File: config.mk
export PLATFORM = sky130hd
export DESIGN_NAME = pci_dma_master
export DESIGN_NICKNAME = d
export VERILOG_FILES = /design/src/dma_word_counter.v /design/src/pci_dma_master.v
export VERILOG_INCLUDE_DIRS = /design/src /design/src/inc
export SDC_FILE = /design/constraint.sdc
export NUM_CORES = 1
export LEC_CHECK = 0
export BUFFER_PORTS_ARGS = -buffer_cell sky130_fd_sc_hd__buf_4
export CORE_MARGIN = 4
export CORE_UTILIZATION = 60
export DETAILED_ROUTE_END_ITERATION = 8
export PLACE_DENSITY = 0.92
export SETUP_SLACK_MARGIN = 0.3
export SLEW_MARGIN = 20
export SYNTH_ARGS = -nofsm -noshare
export SYNTH_HDL_FRONTEND = slang
export SYNTH_SLANG_ARGS = --single-unit
File: constraint.sdc
create_clock -name sys_clk -period 4.55 [get_ports sys_clk]
set_input_delay 0.455 -clock sys_clk [delete_from_list [all_inputs] [get_ports sys_clk]]
set_output_delay 0.455 -clock sys_clk [all_outputs]
set_load 0.05 [all_outputs]
File: src/inc/dma_master_consts.vh
`ifndef DMA_MASTER_CONSTS_VH
`define DMA_MASTER_CONSTS_VH

// ----------------------------------------------------------------
// Register offsets (byte addresses on the register port)
// ----------------------------------------------------------------
`define OFF_PCI_START 8'h40
`define OFF_RAM_START 8'h44
`define OFF_CONTROL 8'h48

// ----------------------------------------------------------------
// Control register fields
// ----------------------------------------------------------------
`define CTL_DONE_BIT 1
`define CTL_DIR_BIT 3
`define CTL_START_BIT 4
`define CTL_IE_BIT 7
`define CTL_LEN_LSB 16
`define CTL_LEN_MSB 27
`define CTL_LEN_W 12
`define CNT_W 11
`define LEN_ZERO_WORDS 11'h400
`define CTL_RESET 32'h00000000

// ----------------------------------------------------------------
// Bus command codes and byte enables
// ----------------------------------------------------------------
`define CMD_MEM_READ 4'h6
`define CMD_MEM_WRITE 4'h7
`define BE_ALL_BYTES 4'h0
`define DW_STEP 32'h00000004
`define PIPE_DEPTH 3'h2

`endif

File: src/dma_word_counter.v
`timescale 1ns/1ps
`default_nettype none
`include "dma_master_consts.vh"

module dma_word_counter (
   input wire sys_clk,
   input wire rst,
   input wire load,
   input wire [`CNT_W-1:0] load_val,
   input wire dec,
   output wire [`CNT_W-1:0] count,
   output wire last,
   output wire empty
);

   reg [`CNT_W-1:0] count_q;

   // ----------------------------------------------------------------
   // Down counter of double words still to go
   // ----------------------------------------------------------------
   always @(posedge sys_clk) begin
      if (rst) begin
         count_q <= {`CNT_W{1'b0}};
      end else if (load) begin
         count_q <= load_val;
      end else if (dec && count_q != {`CNT_W{1'b0}}) begin
         count_q <= count_q - {{(`CNT_W-1){1'b0}}, 1'b1};
      end
   end

   // Flags for the final word and exhaustion
   assign count = count_q;
   assign last = (count_q == {{(`CNT_W-1){1'b0}}, 1'b1});
   assign empty = (count_q == {`CNT_W{1'b0}});

endmodule

`default_nettype wire

File: src/pci_dma_master.v
// How it works
// Win bus by request and grant first
// Address phase: frame, address, command 0110
// Read: bus words stored into back-end memory
// Assert initiator ready, take word on target ready
// Read burst runs until length moved
// Zero-wait and paced bursts both work
// Write: no frame before grant seen
// Write: back-end words driven onto bus
// Write: initiator ready only when data held
// Write burst ends when length moved
// Software loads both start addresses first
// Length field 27:16, zero means 1024
// Control bit 4 starts, bit 3 direction
// Completion sets bit 1, interrupt if enabled
// Frame drops on last phase, then release
// Both addresses advance one dword per phase
//
// The register offsets and the address-and-strobe port were left to the implementer.
`timescale 1ns/1ps
`default_nettype none
`include "dma_master_consts.vh"

module pci_dma_master (
   input wire sys_clk,
   input wire rst,
   input wire [7:0] reg_addr,
   input wire [31:0] reg_wdata,
   input wire reg_wr,
   input wire reg_rd,
   output reg [31:0] reg_rdata,
   output wire dma_irq,
   output wire req_n,
   input wire gnt_n,
   input wire frame_n_i,
   output wire frame_n_o,
   output wire frame_n_oe,
   input wire irdy_n_i,
   output wire irdy_n_o,
   output wire irdy_n_oe,
   input wire trdy_n_i,
   input wire [31:0] ad_i,
   output wire [31:0] ad_o,
   output wire ad_oe,
   output wire [3:0] cbe_o,
   output wire cbe_oe,
   output wire [31:0] be_addr,
   output wire [31:0] be_wdata,
   output wire be_we,
   output wire be_rd,
   input wire [31:0] be_rdata,
   input wire be_rvalid
);

   // ----------------------------------------------------------------
   // States and helpers
   // ----------------------------------------------------------------
   localparam ST_IDLE = 3'd0;
   localparam ST_REQ = 3'd1;
   localparam ST_ADDR = 3'd2;
   localparam ST_DATA = 3'd3;
   localparam ST_END = 3'd4;

   // Length field to word count; an all-zero field gives 1024 words, any other its low 11 bits
   function [`CNT_W-1:0] decode_len;
      input [`CTL_LEN_W-1:0] field;
      begin
         if (field == {`CTL_LEN_W{1'b0}}) begin
            decode_len = `LEN_ZERO_WORDS;
         end else begin
            decode_len = field[`CNT_W-1:0];
         end
      end
   endfunction

   reg [2:0] state_q;
   reg [2:0] state_d;
   reg [31:0] pci_start_q;
   reg [31:0] ram_start_q;
   reg [`CTL_LEN_W-1:0] len_q;
   reg ie_q;
   reg dir_q;
   reg done_q;
   reg req_n_q;
   reg [31:0] pci_addr_q;
   reg [31:0] be_addr_q;
   reg [31:0] be_wdata_q;
   reg be_we_q;
   reg [31:0] pipe_q [0:1];
   reg wp_q;
   reg rp_q;
   reg [1:0] occ_q;
   reg [1:0] pend_q;

   wire ctl_wr;
   wire start;
   wire irdy_on;
   wire xfer;
   wire last;
   wire fetch_left_empty;
   wire [2:0] in_flight;
   wire fill_phase;

   // ----------------------------------------------------------------
   // Register port
   // ----------------------------------------------------------------
   assign ctl_wr = reg_wr && (reg_addr == `OFF_CONTROL);
   // A start while a burst runs is dropped: counters must not reload mid-burst
   assign start = ctl_wr && reg_wdata[`CTL_START_BIT] && (state_q == ST_IDLE);

   // Stored configuration
   always @(posedge sys_clk) begin
      if (rst) begin
         pci_start_q <= 32'h00000000;
         ram_start_q <= 32'h00000000;
         len_q <= {`CTL_LEN_W{1'b0}};
         ie_q <= 1'b0;
         dir_q <= 1'b0;
      end else begin
         if (reg_wr && reg_addr == `OFF_PCI_START) begin
            pci_start_q <= reg_wdata;
         end
         if (reg_wr && reg_addr == `OFF_RAM_START) begin
            ram_start_q <= reg_wdata;
         end
         if (ctl_wr && state_q == ST_IDLE) begin
            len_q <= reg_wdata[`CTL_LEN_MSB:`CTL_LEN_LSB];
            ie_q <= reg_wdata[`CTL_IE_BIT];
            dir_q <= reg_wdata[`CTL_DIR_BIT];
         end else if (ctl_wr) begin
            ie_q <= reg_wdata[`CTL_IE_BIT];
         end
      end
   end

   // Completion flag; a new completion beats a clearing write
   always @(posedge sys_clk) begin
      if (rst) begin
         done_q <= 1'b0;
      end else if (state_q == ST_END) begin
         done_q <= 1'b1;
      end else if (start || (ctl_wr && reg_wdata[`CTL_DONE_BIT])) begin
         done_q <= 1'b0;
      end
   end

   assign dma_irq = done_q && ie_q;

   // Read data one cycle after the strobe, zero elsewhere
   always @(posedge sys_clk) begin
      if (rst) begin
         reg_rdata <= 32'h00000000;
      end else if (reg_rd) begin
         case (reg_addr)
            `OFF_PCI_START: reg_rdata <= pci_start_q;
            `OFF_RAM_START: reg_rdata <= ram_start_q;
            `OFF_CONTROL: begin
               reg_rdata <= `CTL_RESET;
               reg_rdata[`CTL_LEN_MSB:`CTL_LEN_LSB] <= len_q;
               reg_rdata[`CTL_IE_BIT] <= ie_q;
               reg_rdata[`CTL_START_BIT] <= (state_q != ST_IDLE);
               reg_rdata[`CTL_DIR_BIT] <= dir_q;
               reg_rdata[`CTL_DONE_BIT] <= done_q;
            end
            default: reg_rdata <= 32'h00000000;
         endcase
      end else begin
         reg_rdata <= 32'h00000000;
      end
   end

   // ----------------------------------------------------------------
   // Word counters: bus phases left, back-end fetches left
   // ----------------------------------------------------------------
   dma_word_counter u_phase_cnt (
      .sys_clk(sys_clk),
      .rst(rst),
      .load(start),
      .load_val(decode_len(reg_wdata[`CTL_LEN_MSB:`CTL_LEN_LSB])),
      .dec(xfer),
      .count(),
      .last(last),
      .empty()
   );

   dma_word_counter u_fetch_cnt (
      .sys_clk(sys_clk),
      .rst(rst),
      .load(start),
      .load_val(decode_len(reg_wdata[`CTL_LEN_MSB:`CTL_LEN_LSB])),
      .dec(be_rd),
      .count(),
      .last(),
      .empty(fetch_left_empty)
   );

   // ----------------------------------------------------------------
   // Bus sequencer
   // ----------------------------------------------------------------
   // Read: ready every data cycle; write: only while a word is held
   assign irdy_on = (state_q == ST_DATA) && (dir_q ? (occ_q != 2'd0) : 1'b1);
   assign xfer = irdy_on && !trdy_n_i;

   // Next-state selection
   always @* begin
      state_d = state_q;
      case (state_q)
         ST_IDLE: begin
            if (start) begin
               state_d = ST_REQ;
            end
         end
         ST_REQ: begin
            // Grant and an idle bus before any drive
            if (!gnt_n && frame_n_i && irdy_n_i) begin
               state_d = ST_ADDR;
            end
         end
         ST_ADDR: state_d = ST_DATA;
         ST_DATA: begin
            if (xfer && last) begin
               state_d = ST_END;
            end
         end
         ST_END: state_d = ST_IDLE;
         default: state_d = ST_IDLE;
      endcase
   end

   always @(posedge sys_clk) begin
      if (rst) begin
         state_q <= ST_IDLE;
      end else begin
         state_q <= state_d;
      end
   end

   // Request held from start until the address phase begins
   always @(posedge sys_clk) begin
      if (rst) begin
         req_n_q <= 1'b1;
      end else if (start) begin
         req_n_q <= 1'b0;
      end else if (state_d == ST_ADDR || state_q == ST_IDLE) begin
         req_n_q <= 1'b1;
      end
   end

   assign req_n = req_n_q;

   // Frame drops with ready on the final phase; END drives both high once
   assign frame_n_o = (state_q == ST_DATA) ? (last && irdy_on) : (state_q != ST_ADDR);
   assign irdy_n_o = !irdy_on;
   assign frame_n_oe = (state_q == ST_ADDR) || (state_q == ST_DATA) || (state_q == ST_END);
   assign irdy_n_oe = frame_n_oe;

   // Address, command and write data
   assign ad_o = (state_q == ST_ADDR) ? pci_addr_q : pipe_q[rp_q];
   assign ad_oe = (state_q == ST_ADDR) || ((state_q == ST_DATA) && dir_q);
   assign cbe_o = (state_q == ST_ADDR) ?
                  (dir_q ? `CMD_MEM_WRITE : `CMD_MEM_READ) : `BE_ALL_BYTES;
   assign cbe_oe = (state_q == ST_ADDR) || (state_q == ST_DATA);

   // PCI address advances per completed phase
   always @(posedge sys_clk) begin
      if (rst) begin
         pci_addr_q <= 32'h00000000;
      end else if (start) begin
         pci_addr_q <= pci_start_q;
      end else if (xfer && state_q == ST_DATA) begin
         pci_addr_q <= pci_addr_q + `DW_STEP;
      end
   end

   // ----------------------------------------------------------------
   // Back-end side
   // ----------------------------------------------------------------
   // Read direction: each accepted bus word is stored one cycle later
   always @(posedge sys_clk) begin
      if (rst) begin
         be_we_q <= 1'b0;
         be_wdata_q <= 32'h00000000;
      end else begin
         be_we_q <= xfer && !dir_q;
         if (xfer && !dir_q) begin
            be_wdata_q <= ad_i;
         end
      end
   end

   assign be_we = be_we_q;
   assign be_wdata = be_wdata_q;

   // Back-end address: bumps after each store or each fetch issue
   always @(posedge sys_clk) begin
      if (rst) begin
         be_addr_q <= 32'h00000000;
      end else if (start) begin
         be_addr_q <= ram_start_q;
      end else if (be_we_q || be_rd) begin
         be_addr_q <= be_addr_q + `DW_STEP;
      end
   end

   assign be_addr = be_addr_q;

   // Write direction prefetch: fill during arbitration so the burst can stream
   assign fill_phase = (state_q == ST_REQ) || (state_q == ST_ADDR) || (state_q == ST_DATA);
   assign in_flight = {1'b0, occ_q} + {1'b0, pend_q};
   assign be_rd = dir_q && fill_phase && !fetch_left_empty && (in_flight < `PIPE_DEPTH);

   // Two-word pipe; outstanding fetches always have a free slot
   always @(posedge sys_clk) begin
      if (rst || start) begin
         wp_q <= 1'b0;
         rp_q <= 1'b0;
         occ_q <= 2'd0;
         pend_q <= 2'd0;
      end else begin
         if (be_rvalid && pend_q != 2'd0) begin
            wp_q <= ~wp_q;
         end
         if (xfer && dir_q) begin
            rp_q <= ~rp_q;
         end
         occ_q <= occ_q + {1'b0, be_rvalid && pend_q != 2'd0} - {1'b0, xfer && dir_q};
         pend_q <= pend_q + {1'b0, be_rd} - {1'b0, be_rvalid && pend_q != 2'd0};
      end
   end

   // Pipe storage
   always @(posedge sys_clk) begin
      if (be_rvalid && pend_q != 2'd0) begin
         pipe_q[wp_q] <= be_rdata;
      end
   end

endmodule

`default_nettype wire

==> run_results.csv, run 1 <==
group,metric,value,unit
cts,cts-root-to-sink-buffers,3,
finish,area_of_the_multi_input_gates,5900,sq um
global_route,first_global_vias,11600,
outcome,run_status,"finished, final reports clean",
timing,slew_viol_final,0,
cts,cts.repair.resized,0,
pwr,cellLeakagePower,0.00576,uW
timing,timing.max_slew.rel_slack,29.5,%
finish,layout.cells.most_common,"sky130_fd_sc_hd__nand2_1",
finish,final-seq-area,6750,sq um
logic_synthesis,combinational_family_with_the_most_area_after_synthesis,"simple AND/OR/NAND/NOR gates",
placed_design,gp_congestion,0.933,
timing,worst_hold_slack,82.4,ps
logic_synthesis,mappedNetlistNets,1617,
placed_design,dpl_cell_area,15100,sq um
worst_setup_path,cp_max_fo,7,
logic_synthesis,synth_fa_ha_area_share,1.11,%
logic_synthesis,synthMuxAreaShare,4.13,%
finish,nets,1813,
routing,wl_per_cell,19.4,um
routing,vias_after_detailed_routing,12200,
timing,finalSetupViolCount,0,
timing,finalClockSkew,7.84,ps
die,die-height,156,um
finish,final_layout_size_suffix_gt1_share,19.8,%
routing,via_per_inst,6.16,
placed_design,placement.setup.worst_slack,1200,ps
routing,drt_wl_total,38500,um
placed_design,detailedPlacementHpwl,26400,um
logic_synthesis,post_synth_inst_count,1493,
logic_synthesis,synth_compound_area_share,15.5,%
pwr,p_per_area,349,nW/um^2
logic_synthesis,yosys_register_bits,305,
logic_synthesis,dominantRegCellSynth,"sky130_fd_sc_hd__dfxtp_1",
flow_run,maxCapViolCount,0,
worst_setup_path,crit_end_category,"output pin",
finish,area_growth_syn_to_layout,22.8,%
timing,timing_hold_violations_final,0,
cts,clk_root_buffer_cell,"sky130_fd_sc_hd__clkbuf_16",
die,floorplan.die.width,156,um
cts,tritoncts_buffers,30,
global_route,grt_remaining_overflow,0,
timing,final_tns_setup,0,ps
die,boundaryPins,255,
timing,max_slew.worst_pin.slew,1050,ps
finish,filler_cell_count,1395,
timing,layout_min_cycle_time,3600,ps
global_route,grt_antenna_before_repair,0,
timing,finalCritPeriodShare,79.2,%
cts,clk_pin_slew_worst_paths,70,ps
logic_synthesis,ys_warn_count,0,
logic_synthesis,post_synthesis_sequential_area_ratio,51.5,%
die,placeableCoreArea,21300,sq um
worst_setup_path,worst_ep_required_time,4090,ps
routing,drt-pass1-iter-count,6,
cts,clock_tree.htree_level_count,1,
logic_synthesis,synth_async_sr_flop_share,0,%
logic_synthesis,mappedNetlistArea,13100,sq um
worst_setup_path,cp-start-kind,"register",
finish,antenna_cells_inserted,0,
finish,final_design_area_no_fill,16100,sq um
die,initial_utilization,61.6,%
cts,clock_latency,550,ps
routing,antenna_left,0,
logic_synthesis,synth-simple-area-share,21.5,%
timing,fmaxAchievable,278,MHz
cts,tritoncts,"yes",
pwr,max-vdd-ir-drop,361,uV
die,placement_rows,53,
logic_synthesis,synth.avg_cell_area,8.78,sq um
worst_setup_path,critPathKind,"register to output pin",
finish,postLayoutCoreUtil,75.7,%
logic_synthesis,synthDistinctLibCells,60,
global_route,grt_start_max_net_pins,122,
timing,final_critical_path_setup_slack,948,ps
worst_setup_path,worst-endpoint-arrival,3150,ps
logic_synthesis,xor_xnor_share_of_the_synthesized_area,2.27,%
global_route,globalRouteTotalUtil,30.4,%
cts,cts_setup_buffers,0,
routing,post-route-drc-count,0,
logic_synthesis,synth_enable_flop_cells,64,
cts,hold_buffers,0,
placed_design,port_buffers,253,
timing,grt_setup_unrepaired,"false",
cts,tritoncts_num_sinks,305,
min_path,worstHoldPathType,"input port to register",
finish,final_cell_mix,"sky130_fd_sc_hd__nand2_1, sky130_fd_sc_hd__buf_4, sky130_fd_sc_hd__dfxtp_1, sky130_fd_sc_hd__a21oi_1, sky130_fd_sc_hd__nor2_1",
routing,drtIter0Drc,1717,
die,dieArea,24300,sq um
global_route,grt_first_pass_wirelength,60600,um
## critical path: stages, from the launching register on
cell                      delay (ps)
sky130_fd_sc_hd__dfxtp_1         360
sky130_fd_sc_hd__and2_1          160
sky130_fd_sc_hd__fa_1            440
sky130_fd_sc_hd__nor4_1          890
sky130_fd_sc_hd__nand2_1         230
sky130_fd_sc_hd__inv_1           270
sky130_fd_sc_hd__buf_4           260
## Yosys cell counts (15+ instances only)
library cell,number,area [sq um]
sky130_fd_sc_hd__nor2_1,132,495
sky130_fd_sc_hd__nor3_1,15,75.1
sky130_fd_sc_hd__nand4_1,26,163
sky130_fd_sc_hd__dfxtp_1,241,4820
sky130_fd_sc_hd__or4_1,19,143
sky130_fd_sc_hd__nand3_1,45,225
sky130_fd_sc_hd__edfxtp_1,64,1920
sky130_fd_sc_hd__a21oi_1,158,791
sky130_fd_sc_hd__xnor2_1,19,166
sky130_fd_sc_hd__a311oi_1,22,193
sky130_fd_sc_hd__or3_1,18,113
sky130_fd_sc_hd__a211oi_1,23,173
sky130_fd_sc_hd__nand2_1,302,1130
sky130_fd_sc_hd__xor2_1,15,131
sky130_fd_sc_hd__clkbuf_1,87,327
sky130_fd_sc_hd__inv_1,25,93.8
sky130_fd_sc_hd__o31ai_1,18,135
sky130_fd_sc_hd__o21ai_0,47,235
sky130_fd_sc_hd__mux2i_1,53,531
sky130_fd_sc_hd__a31oi_1,17,106
sky130_fd_sc_hd__a22oi_1,18,135
## path summary, 6_finish.rpt
kind                             start  slack (ps)                   endpoint  cells past startpoint
max                occ_q[0]$_SDFF_PP0_         950                      be_rd                      6
min                       be_rdata[11]          80    pipe_q[0][11]$_DFFE_PP_                      1
max reg2reg        occ_q[0]$_SDFF_PP0_        1140   be_addr[20]$_SDFFE_PP0P_                      6
min reg2reg  be_wdata[19]$_SDFFE_PP0P_         460  be_wdata[19]$_SDFFE_PP0P_                      2
## registers in the layout (all words and copies together) (netlist names), 2 cells and up, named ones only
signal             count
state_q                3
u_phase_cnt.count     11
pipe_q                64
pend_q                 2
pci_addr_q            32
reg_rdata             32
be_wdata              32
occ_q                  2
be_addr               32
u_fetch_cnt.count     11
ram_start_q           32
len_q                 12
pci_start_q           32
## metrics by stage
step / power [uW] / instances
2_1_floorplan: 3060 / 1493
3_3_place_gp: 3210 / 1931
3_5_place_dp: 3230 / 1932
4_1_cts: 5610 / 1987
5_1_grt: 5760 / 1987
6_report: 5620 / 1987
## metal layers
metal | wire [um] | vias up | global-route usage [%]
met5 | 0 | - | 0
met4 | 1280 | 0 | 10.5
met3 | 4380 | 101 | 5.19
met2 | 18200 | 756 | 49.9
met1 | 14700 | 5711 | 41.0
li1 | - | 5667 | -
## cell families (layout without fill, tap and decap cells)
family,count (synthesis),count (layout)
muxes,54,54
buffers and inverters,131,350
other,1,1
and+or+nand+nor,621,621
AOI/OAI and AO/OA,336,336
DFF,305,305
adders and majority gates,11,11
xor gates and xnor gates,34,34
## cell type report
class	instances	area share (%)
flip-flops and latches	305	41.9
multi-input cells	1057	36.6
repair buffers	270	12.7
clock buffers	44	5.49
well taps	275	2.14
inverters	25	0.583
clock inverters	11	0.559
## where the power goes
part	leakage [uW]	switching (uW)	internal (uW)
clock	0.000466	1040	1400
combinational	0.00278	231	127
sequential	0.00252	13.3	2800
total	0.00576	1290	4330
(Power assumes the default switching activity.)
==> inputs of run 2 (changes only) <==
--- a/config.mk
+++ b/config.mk
@@ -8,9 +8,9 @@
 export LEC_CHECK = 0
 export BUFFER_PORTS_ARGS = -buffer_cell sky130_fd_sc_hd__buf_4
 export CORE_MARGIN = 4
-export CORE_UTILIZATION = 60
+export CORE_UTILIZATION = 55
 export DETAILED_ROUTE_END_ITERATION = 8
-export PLACE_DENSITY = 0.92
+export PLACE_DENSITY = 0.86
 export SETUP_SLACK_MARGIN = 0.3
 export SLEW_MARGIN = 20
 export SYNTH_ARGS = -nofsm -noshare
==> constraint.sdc (replaced) <==
create_clock -name sys_clk -period 3.7 [get_ports sys_clk]
set_input_delay 0.37 -clock sys_clk [delete_from_list [all_inputs] [get_ports sys_clk]]
set_output_delay 0.37 -clock sys_clk [all_outputs]
set_load 0.05 [all_outputs]
==> run 2 against run 1 <==
  * Non-clock buffer count increased by 37
  * Clock-buffer cell count up 1
  * Via count is 1.1% lower
  * Largest cell class unchanged
==> run_results.csv, run 2 (same netlist as run 1, synthesis figures left out) <==
group,metric,value,unit
worst_setup_path,ff2ff_setup_slack,510,ps
finish,final_cell_mix,"sky130_fd_sc_hd__nand2_1, sky130_fd_sc_hd__buf_4, sky130_fd_sc_hd__dfxtp_1, sky130_fd_sc_hd__a21oi_1, sky130_fd_sc_hd__nor2_1",
worst_setup_path,cp_slowest_stage_delay,790,ps
cts,clk_pin_slew_worst_paths,60,ps
routing,drt_wl_total,38000,um
die,die-height,162,um
worst_setup_path,worst_ep_required_time,4160,ps
global_route,global_route.usage.met3,5.21,%
timing,fmaxAchievable,313,MHz
placed_design,dpl_cell_area,15200,sq um
global_route,first_global_vias,11400,
placed_design,detailedPlacementHpwl,26200,um
cts,cts_setup_buffers,0,
finish,nets,1851,
timing,layout_min_cycle_time,3190,ps
finish,final_layout_size_suffix_gt1_share,20.2,%
cts,cts-root-to-sink-buffers,3,
finish,antenna_cells_inserted,0,
routing,antenna_left,0,
cts,clock_tree.htree_level_count,1,
pwr,p_per_area,433,nW/um^2
global_route,grt_met2_use,45.5,%
global_route,grt_util_met1,36.6,%
timing,slew_viol_final,0,
worst_setup_path,cp-start-kind,"register",
pwr,total_power,7190,uW
routing,drtIter0Drc,1385,
routing,post-route-drc-count,0,
worst_setup_path,cp_max_fo,19,
cts,clock_latency,550,ps
pwr,cellLeakagePower,0.00599,uW
routing,drt-pass1-iter-count,6,
timing,finalClockSkew,14.7,ps
cts,tritoncts_buffers,31,
finish,layout.cells.most_common,"sky130_fd_sc_hd__nand2_1",
global_route,globalRouteTotalUtil,27.3,%
cts,tritoncts_num_sinks,305,
min_path,worstHoldPathType,"input port to register",
global_route,grt_antenna_before_repair,0,
placed_design,gp_congestion,0.916,
worst_setup_path,cpMostUsedCell,"sky130_fd_sc_hd__or4_1",
timing,finalCritPeriodShare,86.2,%
flow_run,maxCapViolCount,0,
worst_setup_path,timing.critical_path.buf_inv,0,
routing,vias_after_detailed_routing,12100,
cts,clk_root_buffer_cell,"sky130_fd_sc_hd__clkbuf_16",
global_route,grt_start_max_net_pins,105,
outcome,run_status,"finished, final reports clean",
die,placeableCoreArea,23500,sq um
placed_design,port_buffers,253,
global_route,grt_remaining_overflow,0,
worst_setup_path,critical_path_cell_count,6,
worst_setup_path,cp_slowest_cell,"sky130_fd_sc_hd__or4_1",
die,boundaryPins,255,
global_route,grt_busiest_layer,"met2",
global_route,grt_first_pass_wirelength,59000,um
timing,final_tns_setup,0,ps
die,placement_rows,56,
die,initial_utilization,55.9,%
timing,finalSetupViolCount,0,
min_path,whs_path_depth,1,
timing,timing_hold_violations_final,0,
finish,area_growth_syn_to_layout,26.6,%
finish,final_design_area_no_fill,16600,sq um
worst_setup_path,critPathKind,"register to register",
finish,max_flop_register,"pipe_q",
worst_setup_path,reg2regPathDepth,6,
worst_setup_path,crit_path_cell_trace,"and2_1 -> fa_1 -> o41a_1 -> or4_1 -> or4_1 -> a311oi_1",
worst_setup_path,worst-endpoint-arrival,3650,ps
worst_setup_path,crit_end_category,"register",
cts,tritoncts,"yes",
routing,wl_per_cell,18.4,um
die,floorplan.die.width,162,um
routing,via_per_inst,5.85,
die,dieArea,26400,sq um
timing,timing.max_slew.rel_slack,28.9,%
timing,grt_setup_unrepaired,"false",
timing,max_slew.worst_pin.slew,1060,ps
worst_setup_path,crit_family,"simple AND/OR/NAND/NOR gates",
finish,largest_register_ff_count,64,
pwr,max-vdd-ir-drop,386,uV
run 2: cell types whose count changed in the layout (fill, tap and decap cells not counted), moves of 2 or more:
| cell | before | now |
|---|---|---|
| sky130_fd_sc_hd__clkinvlp_2 | 2 | 0 |
| sky130_fd_sc_hd__nand2_1 | 299 | 302 |
| sky130_fd_sc_hd__buf_4 | 268 | 278 |
| sky130_fd_sc_hd__clkbuf_8 | 6 | 8 |
| sky130_fd_sc_hd__clkbuf_1 | 7 | 3 |
| sky130_fd_sc_hd__bufinv_16 | 1 | 3 |
| sky130_fd_sc_hd__dlygate4sd3_1 | 0 | 27 |
| sky130_fd_sc_hd__clkinv_2 | 3 | 6 |
| sky130_fd_sc_hd__clkinvlp_4 | 3 | 1 |
| sky130_fd_sc_hd__nand2_2 | 3 | 0 |
| sky130_fd_sc_hd__clkbuf_2 | 0 | 2 |
run 2: through the flow:
stage               utilization (%)  setup WS [ps]  instances  hold WS [ps]
finish                         70.7            510       2070          18.7
global route                   70.7            344       2070         0.144
CTS                            70.3            308       2061         0.185
detailed placement             65.0            580       1986           447
global placement               65.0            661       1986           441
floorplan                         -            896       1493           432
run 2: final timing paths:
path                             start                   endpoint
min                        be_rdata[5]     pipe_q[0][5]$_DFFE_PP_
max               pend_q[0]$_SDFF_PP0_   be_addr[20]$_SDFFE_PP0P_
max reg2reg       pend_q[0]$_SDFF_PP0_   be_addr[20]$_SDFFE_PP0P_
min reg2reg  be_wdata[11]$_SDFFE_PP0P_  be_wdata[11]$_SDFFE_PP0P_
run 2: layout make-up:
type	instances	area, sq um
clock inverters	12	145
well taps	319	399
inverters	25	93.8
repair buffers	307	2390
fillers	1712	6870
clock buffers	45	932
flip-flops and latches	305	6750
multi-input cells	1057	5890
run 2: routing by layer:
layer	part of all wire [%]	vias up
met2	47	664
met3	10	72
met1	40	5626
li1	-	5742
met4	2.5	0
met5	0	-
run 2: repair_timing:
item / CTS / global route
gates resized for setup: 0 / 1
endpoints found under the setup margin: 0 / 1
hold buffers: 18 / 9
hold endpoints to repair: 34 / 18
run 2: power by group:
| group | switching (uW) | internal (uW) |
|---|---|---|
| logic | 291 | 177 |
| registers | 16.5 | 3450 |
| clock network | 1300 | 1950 |
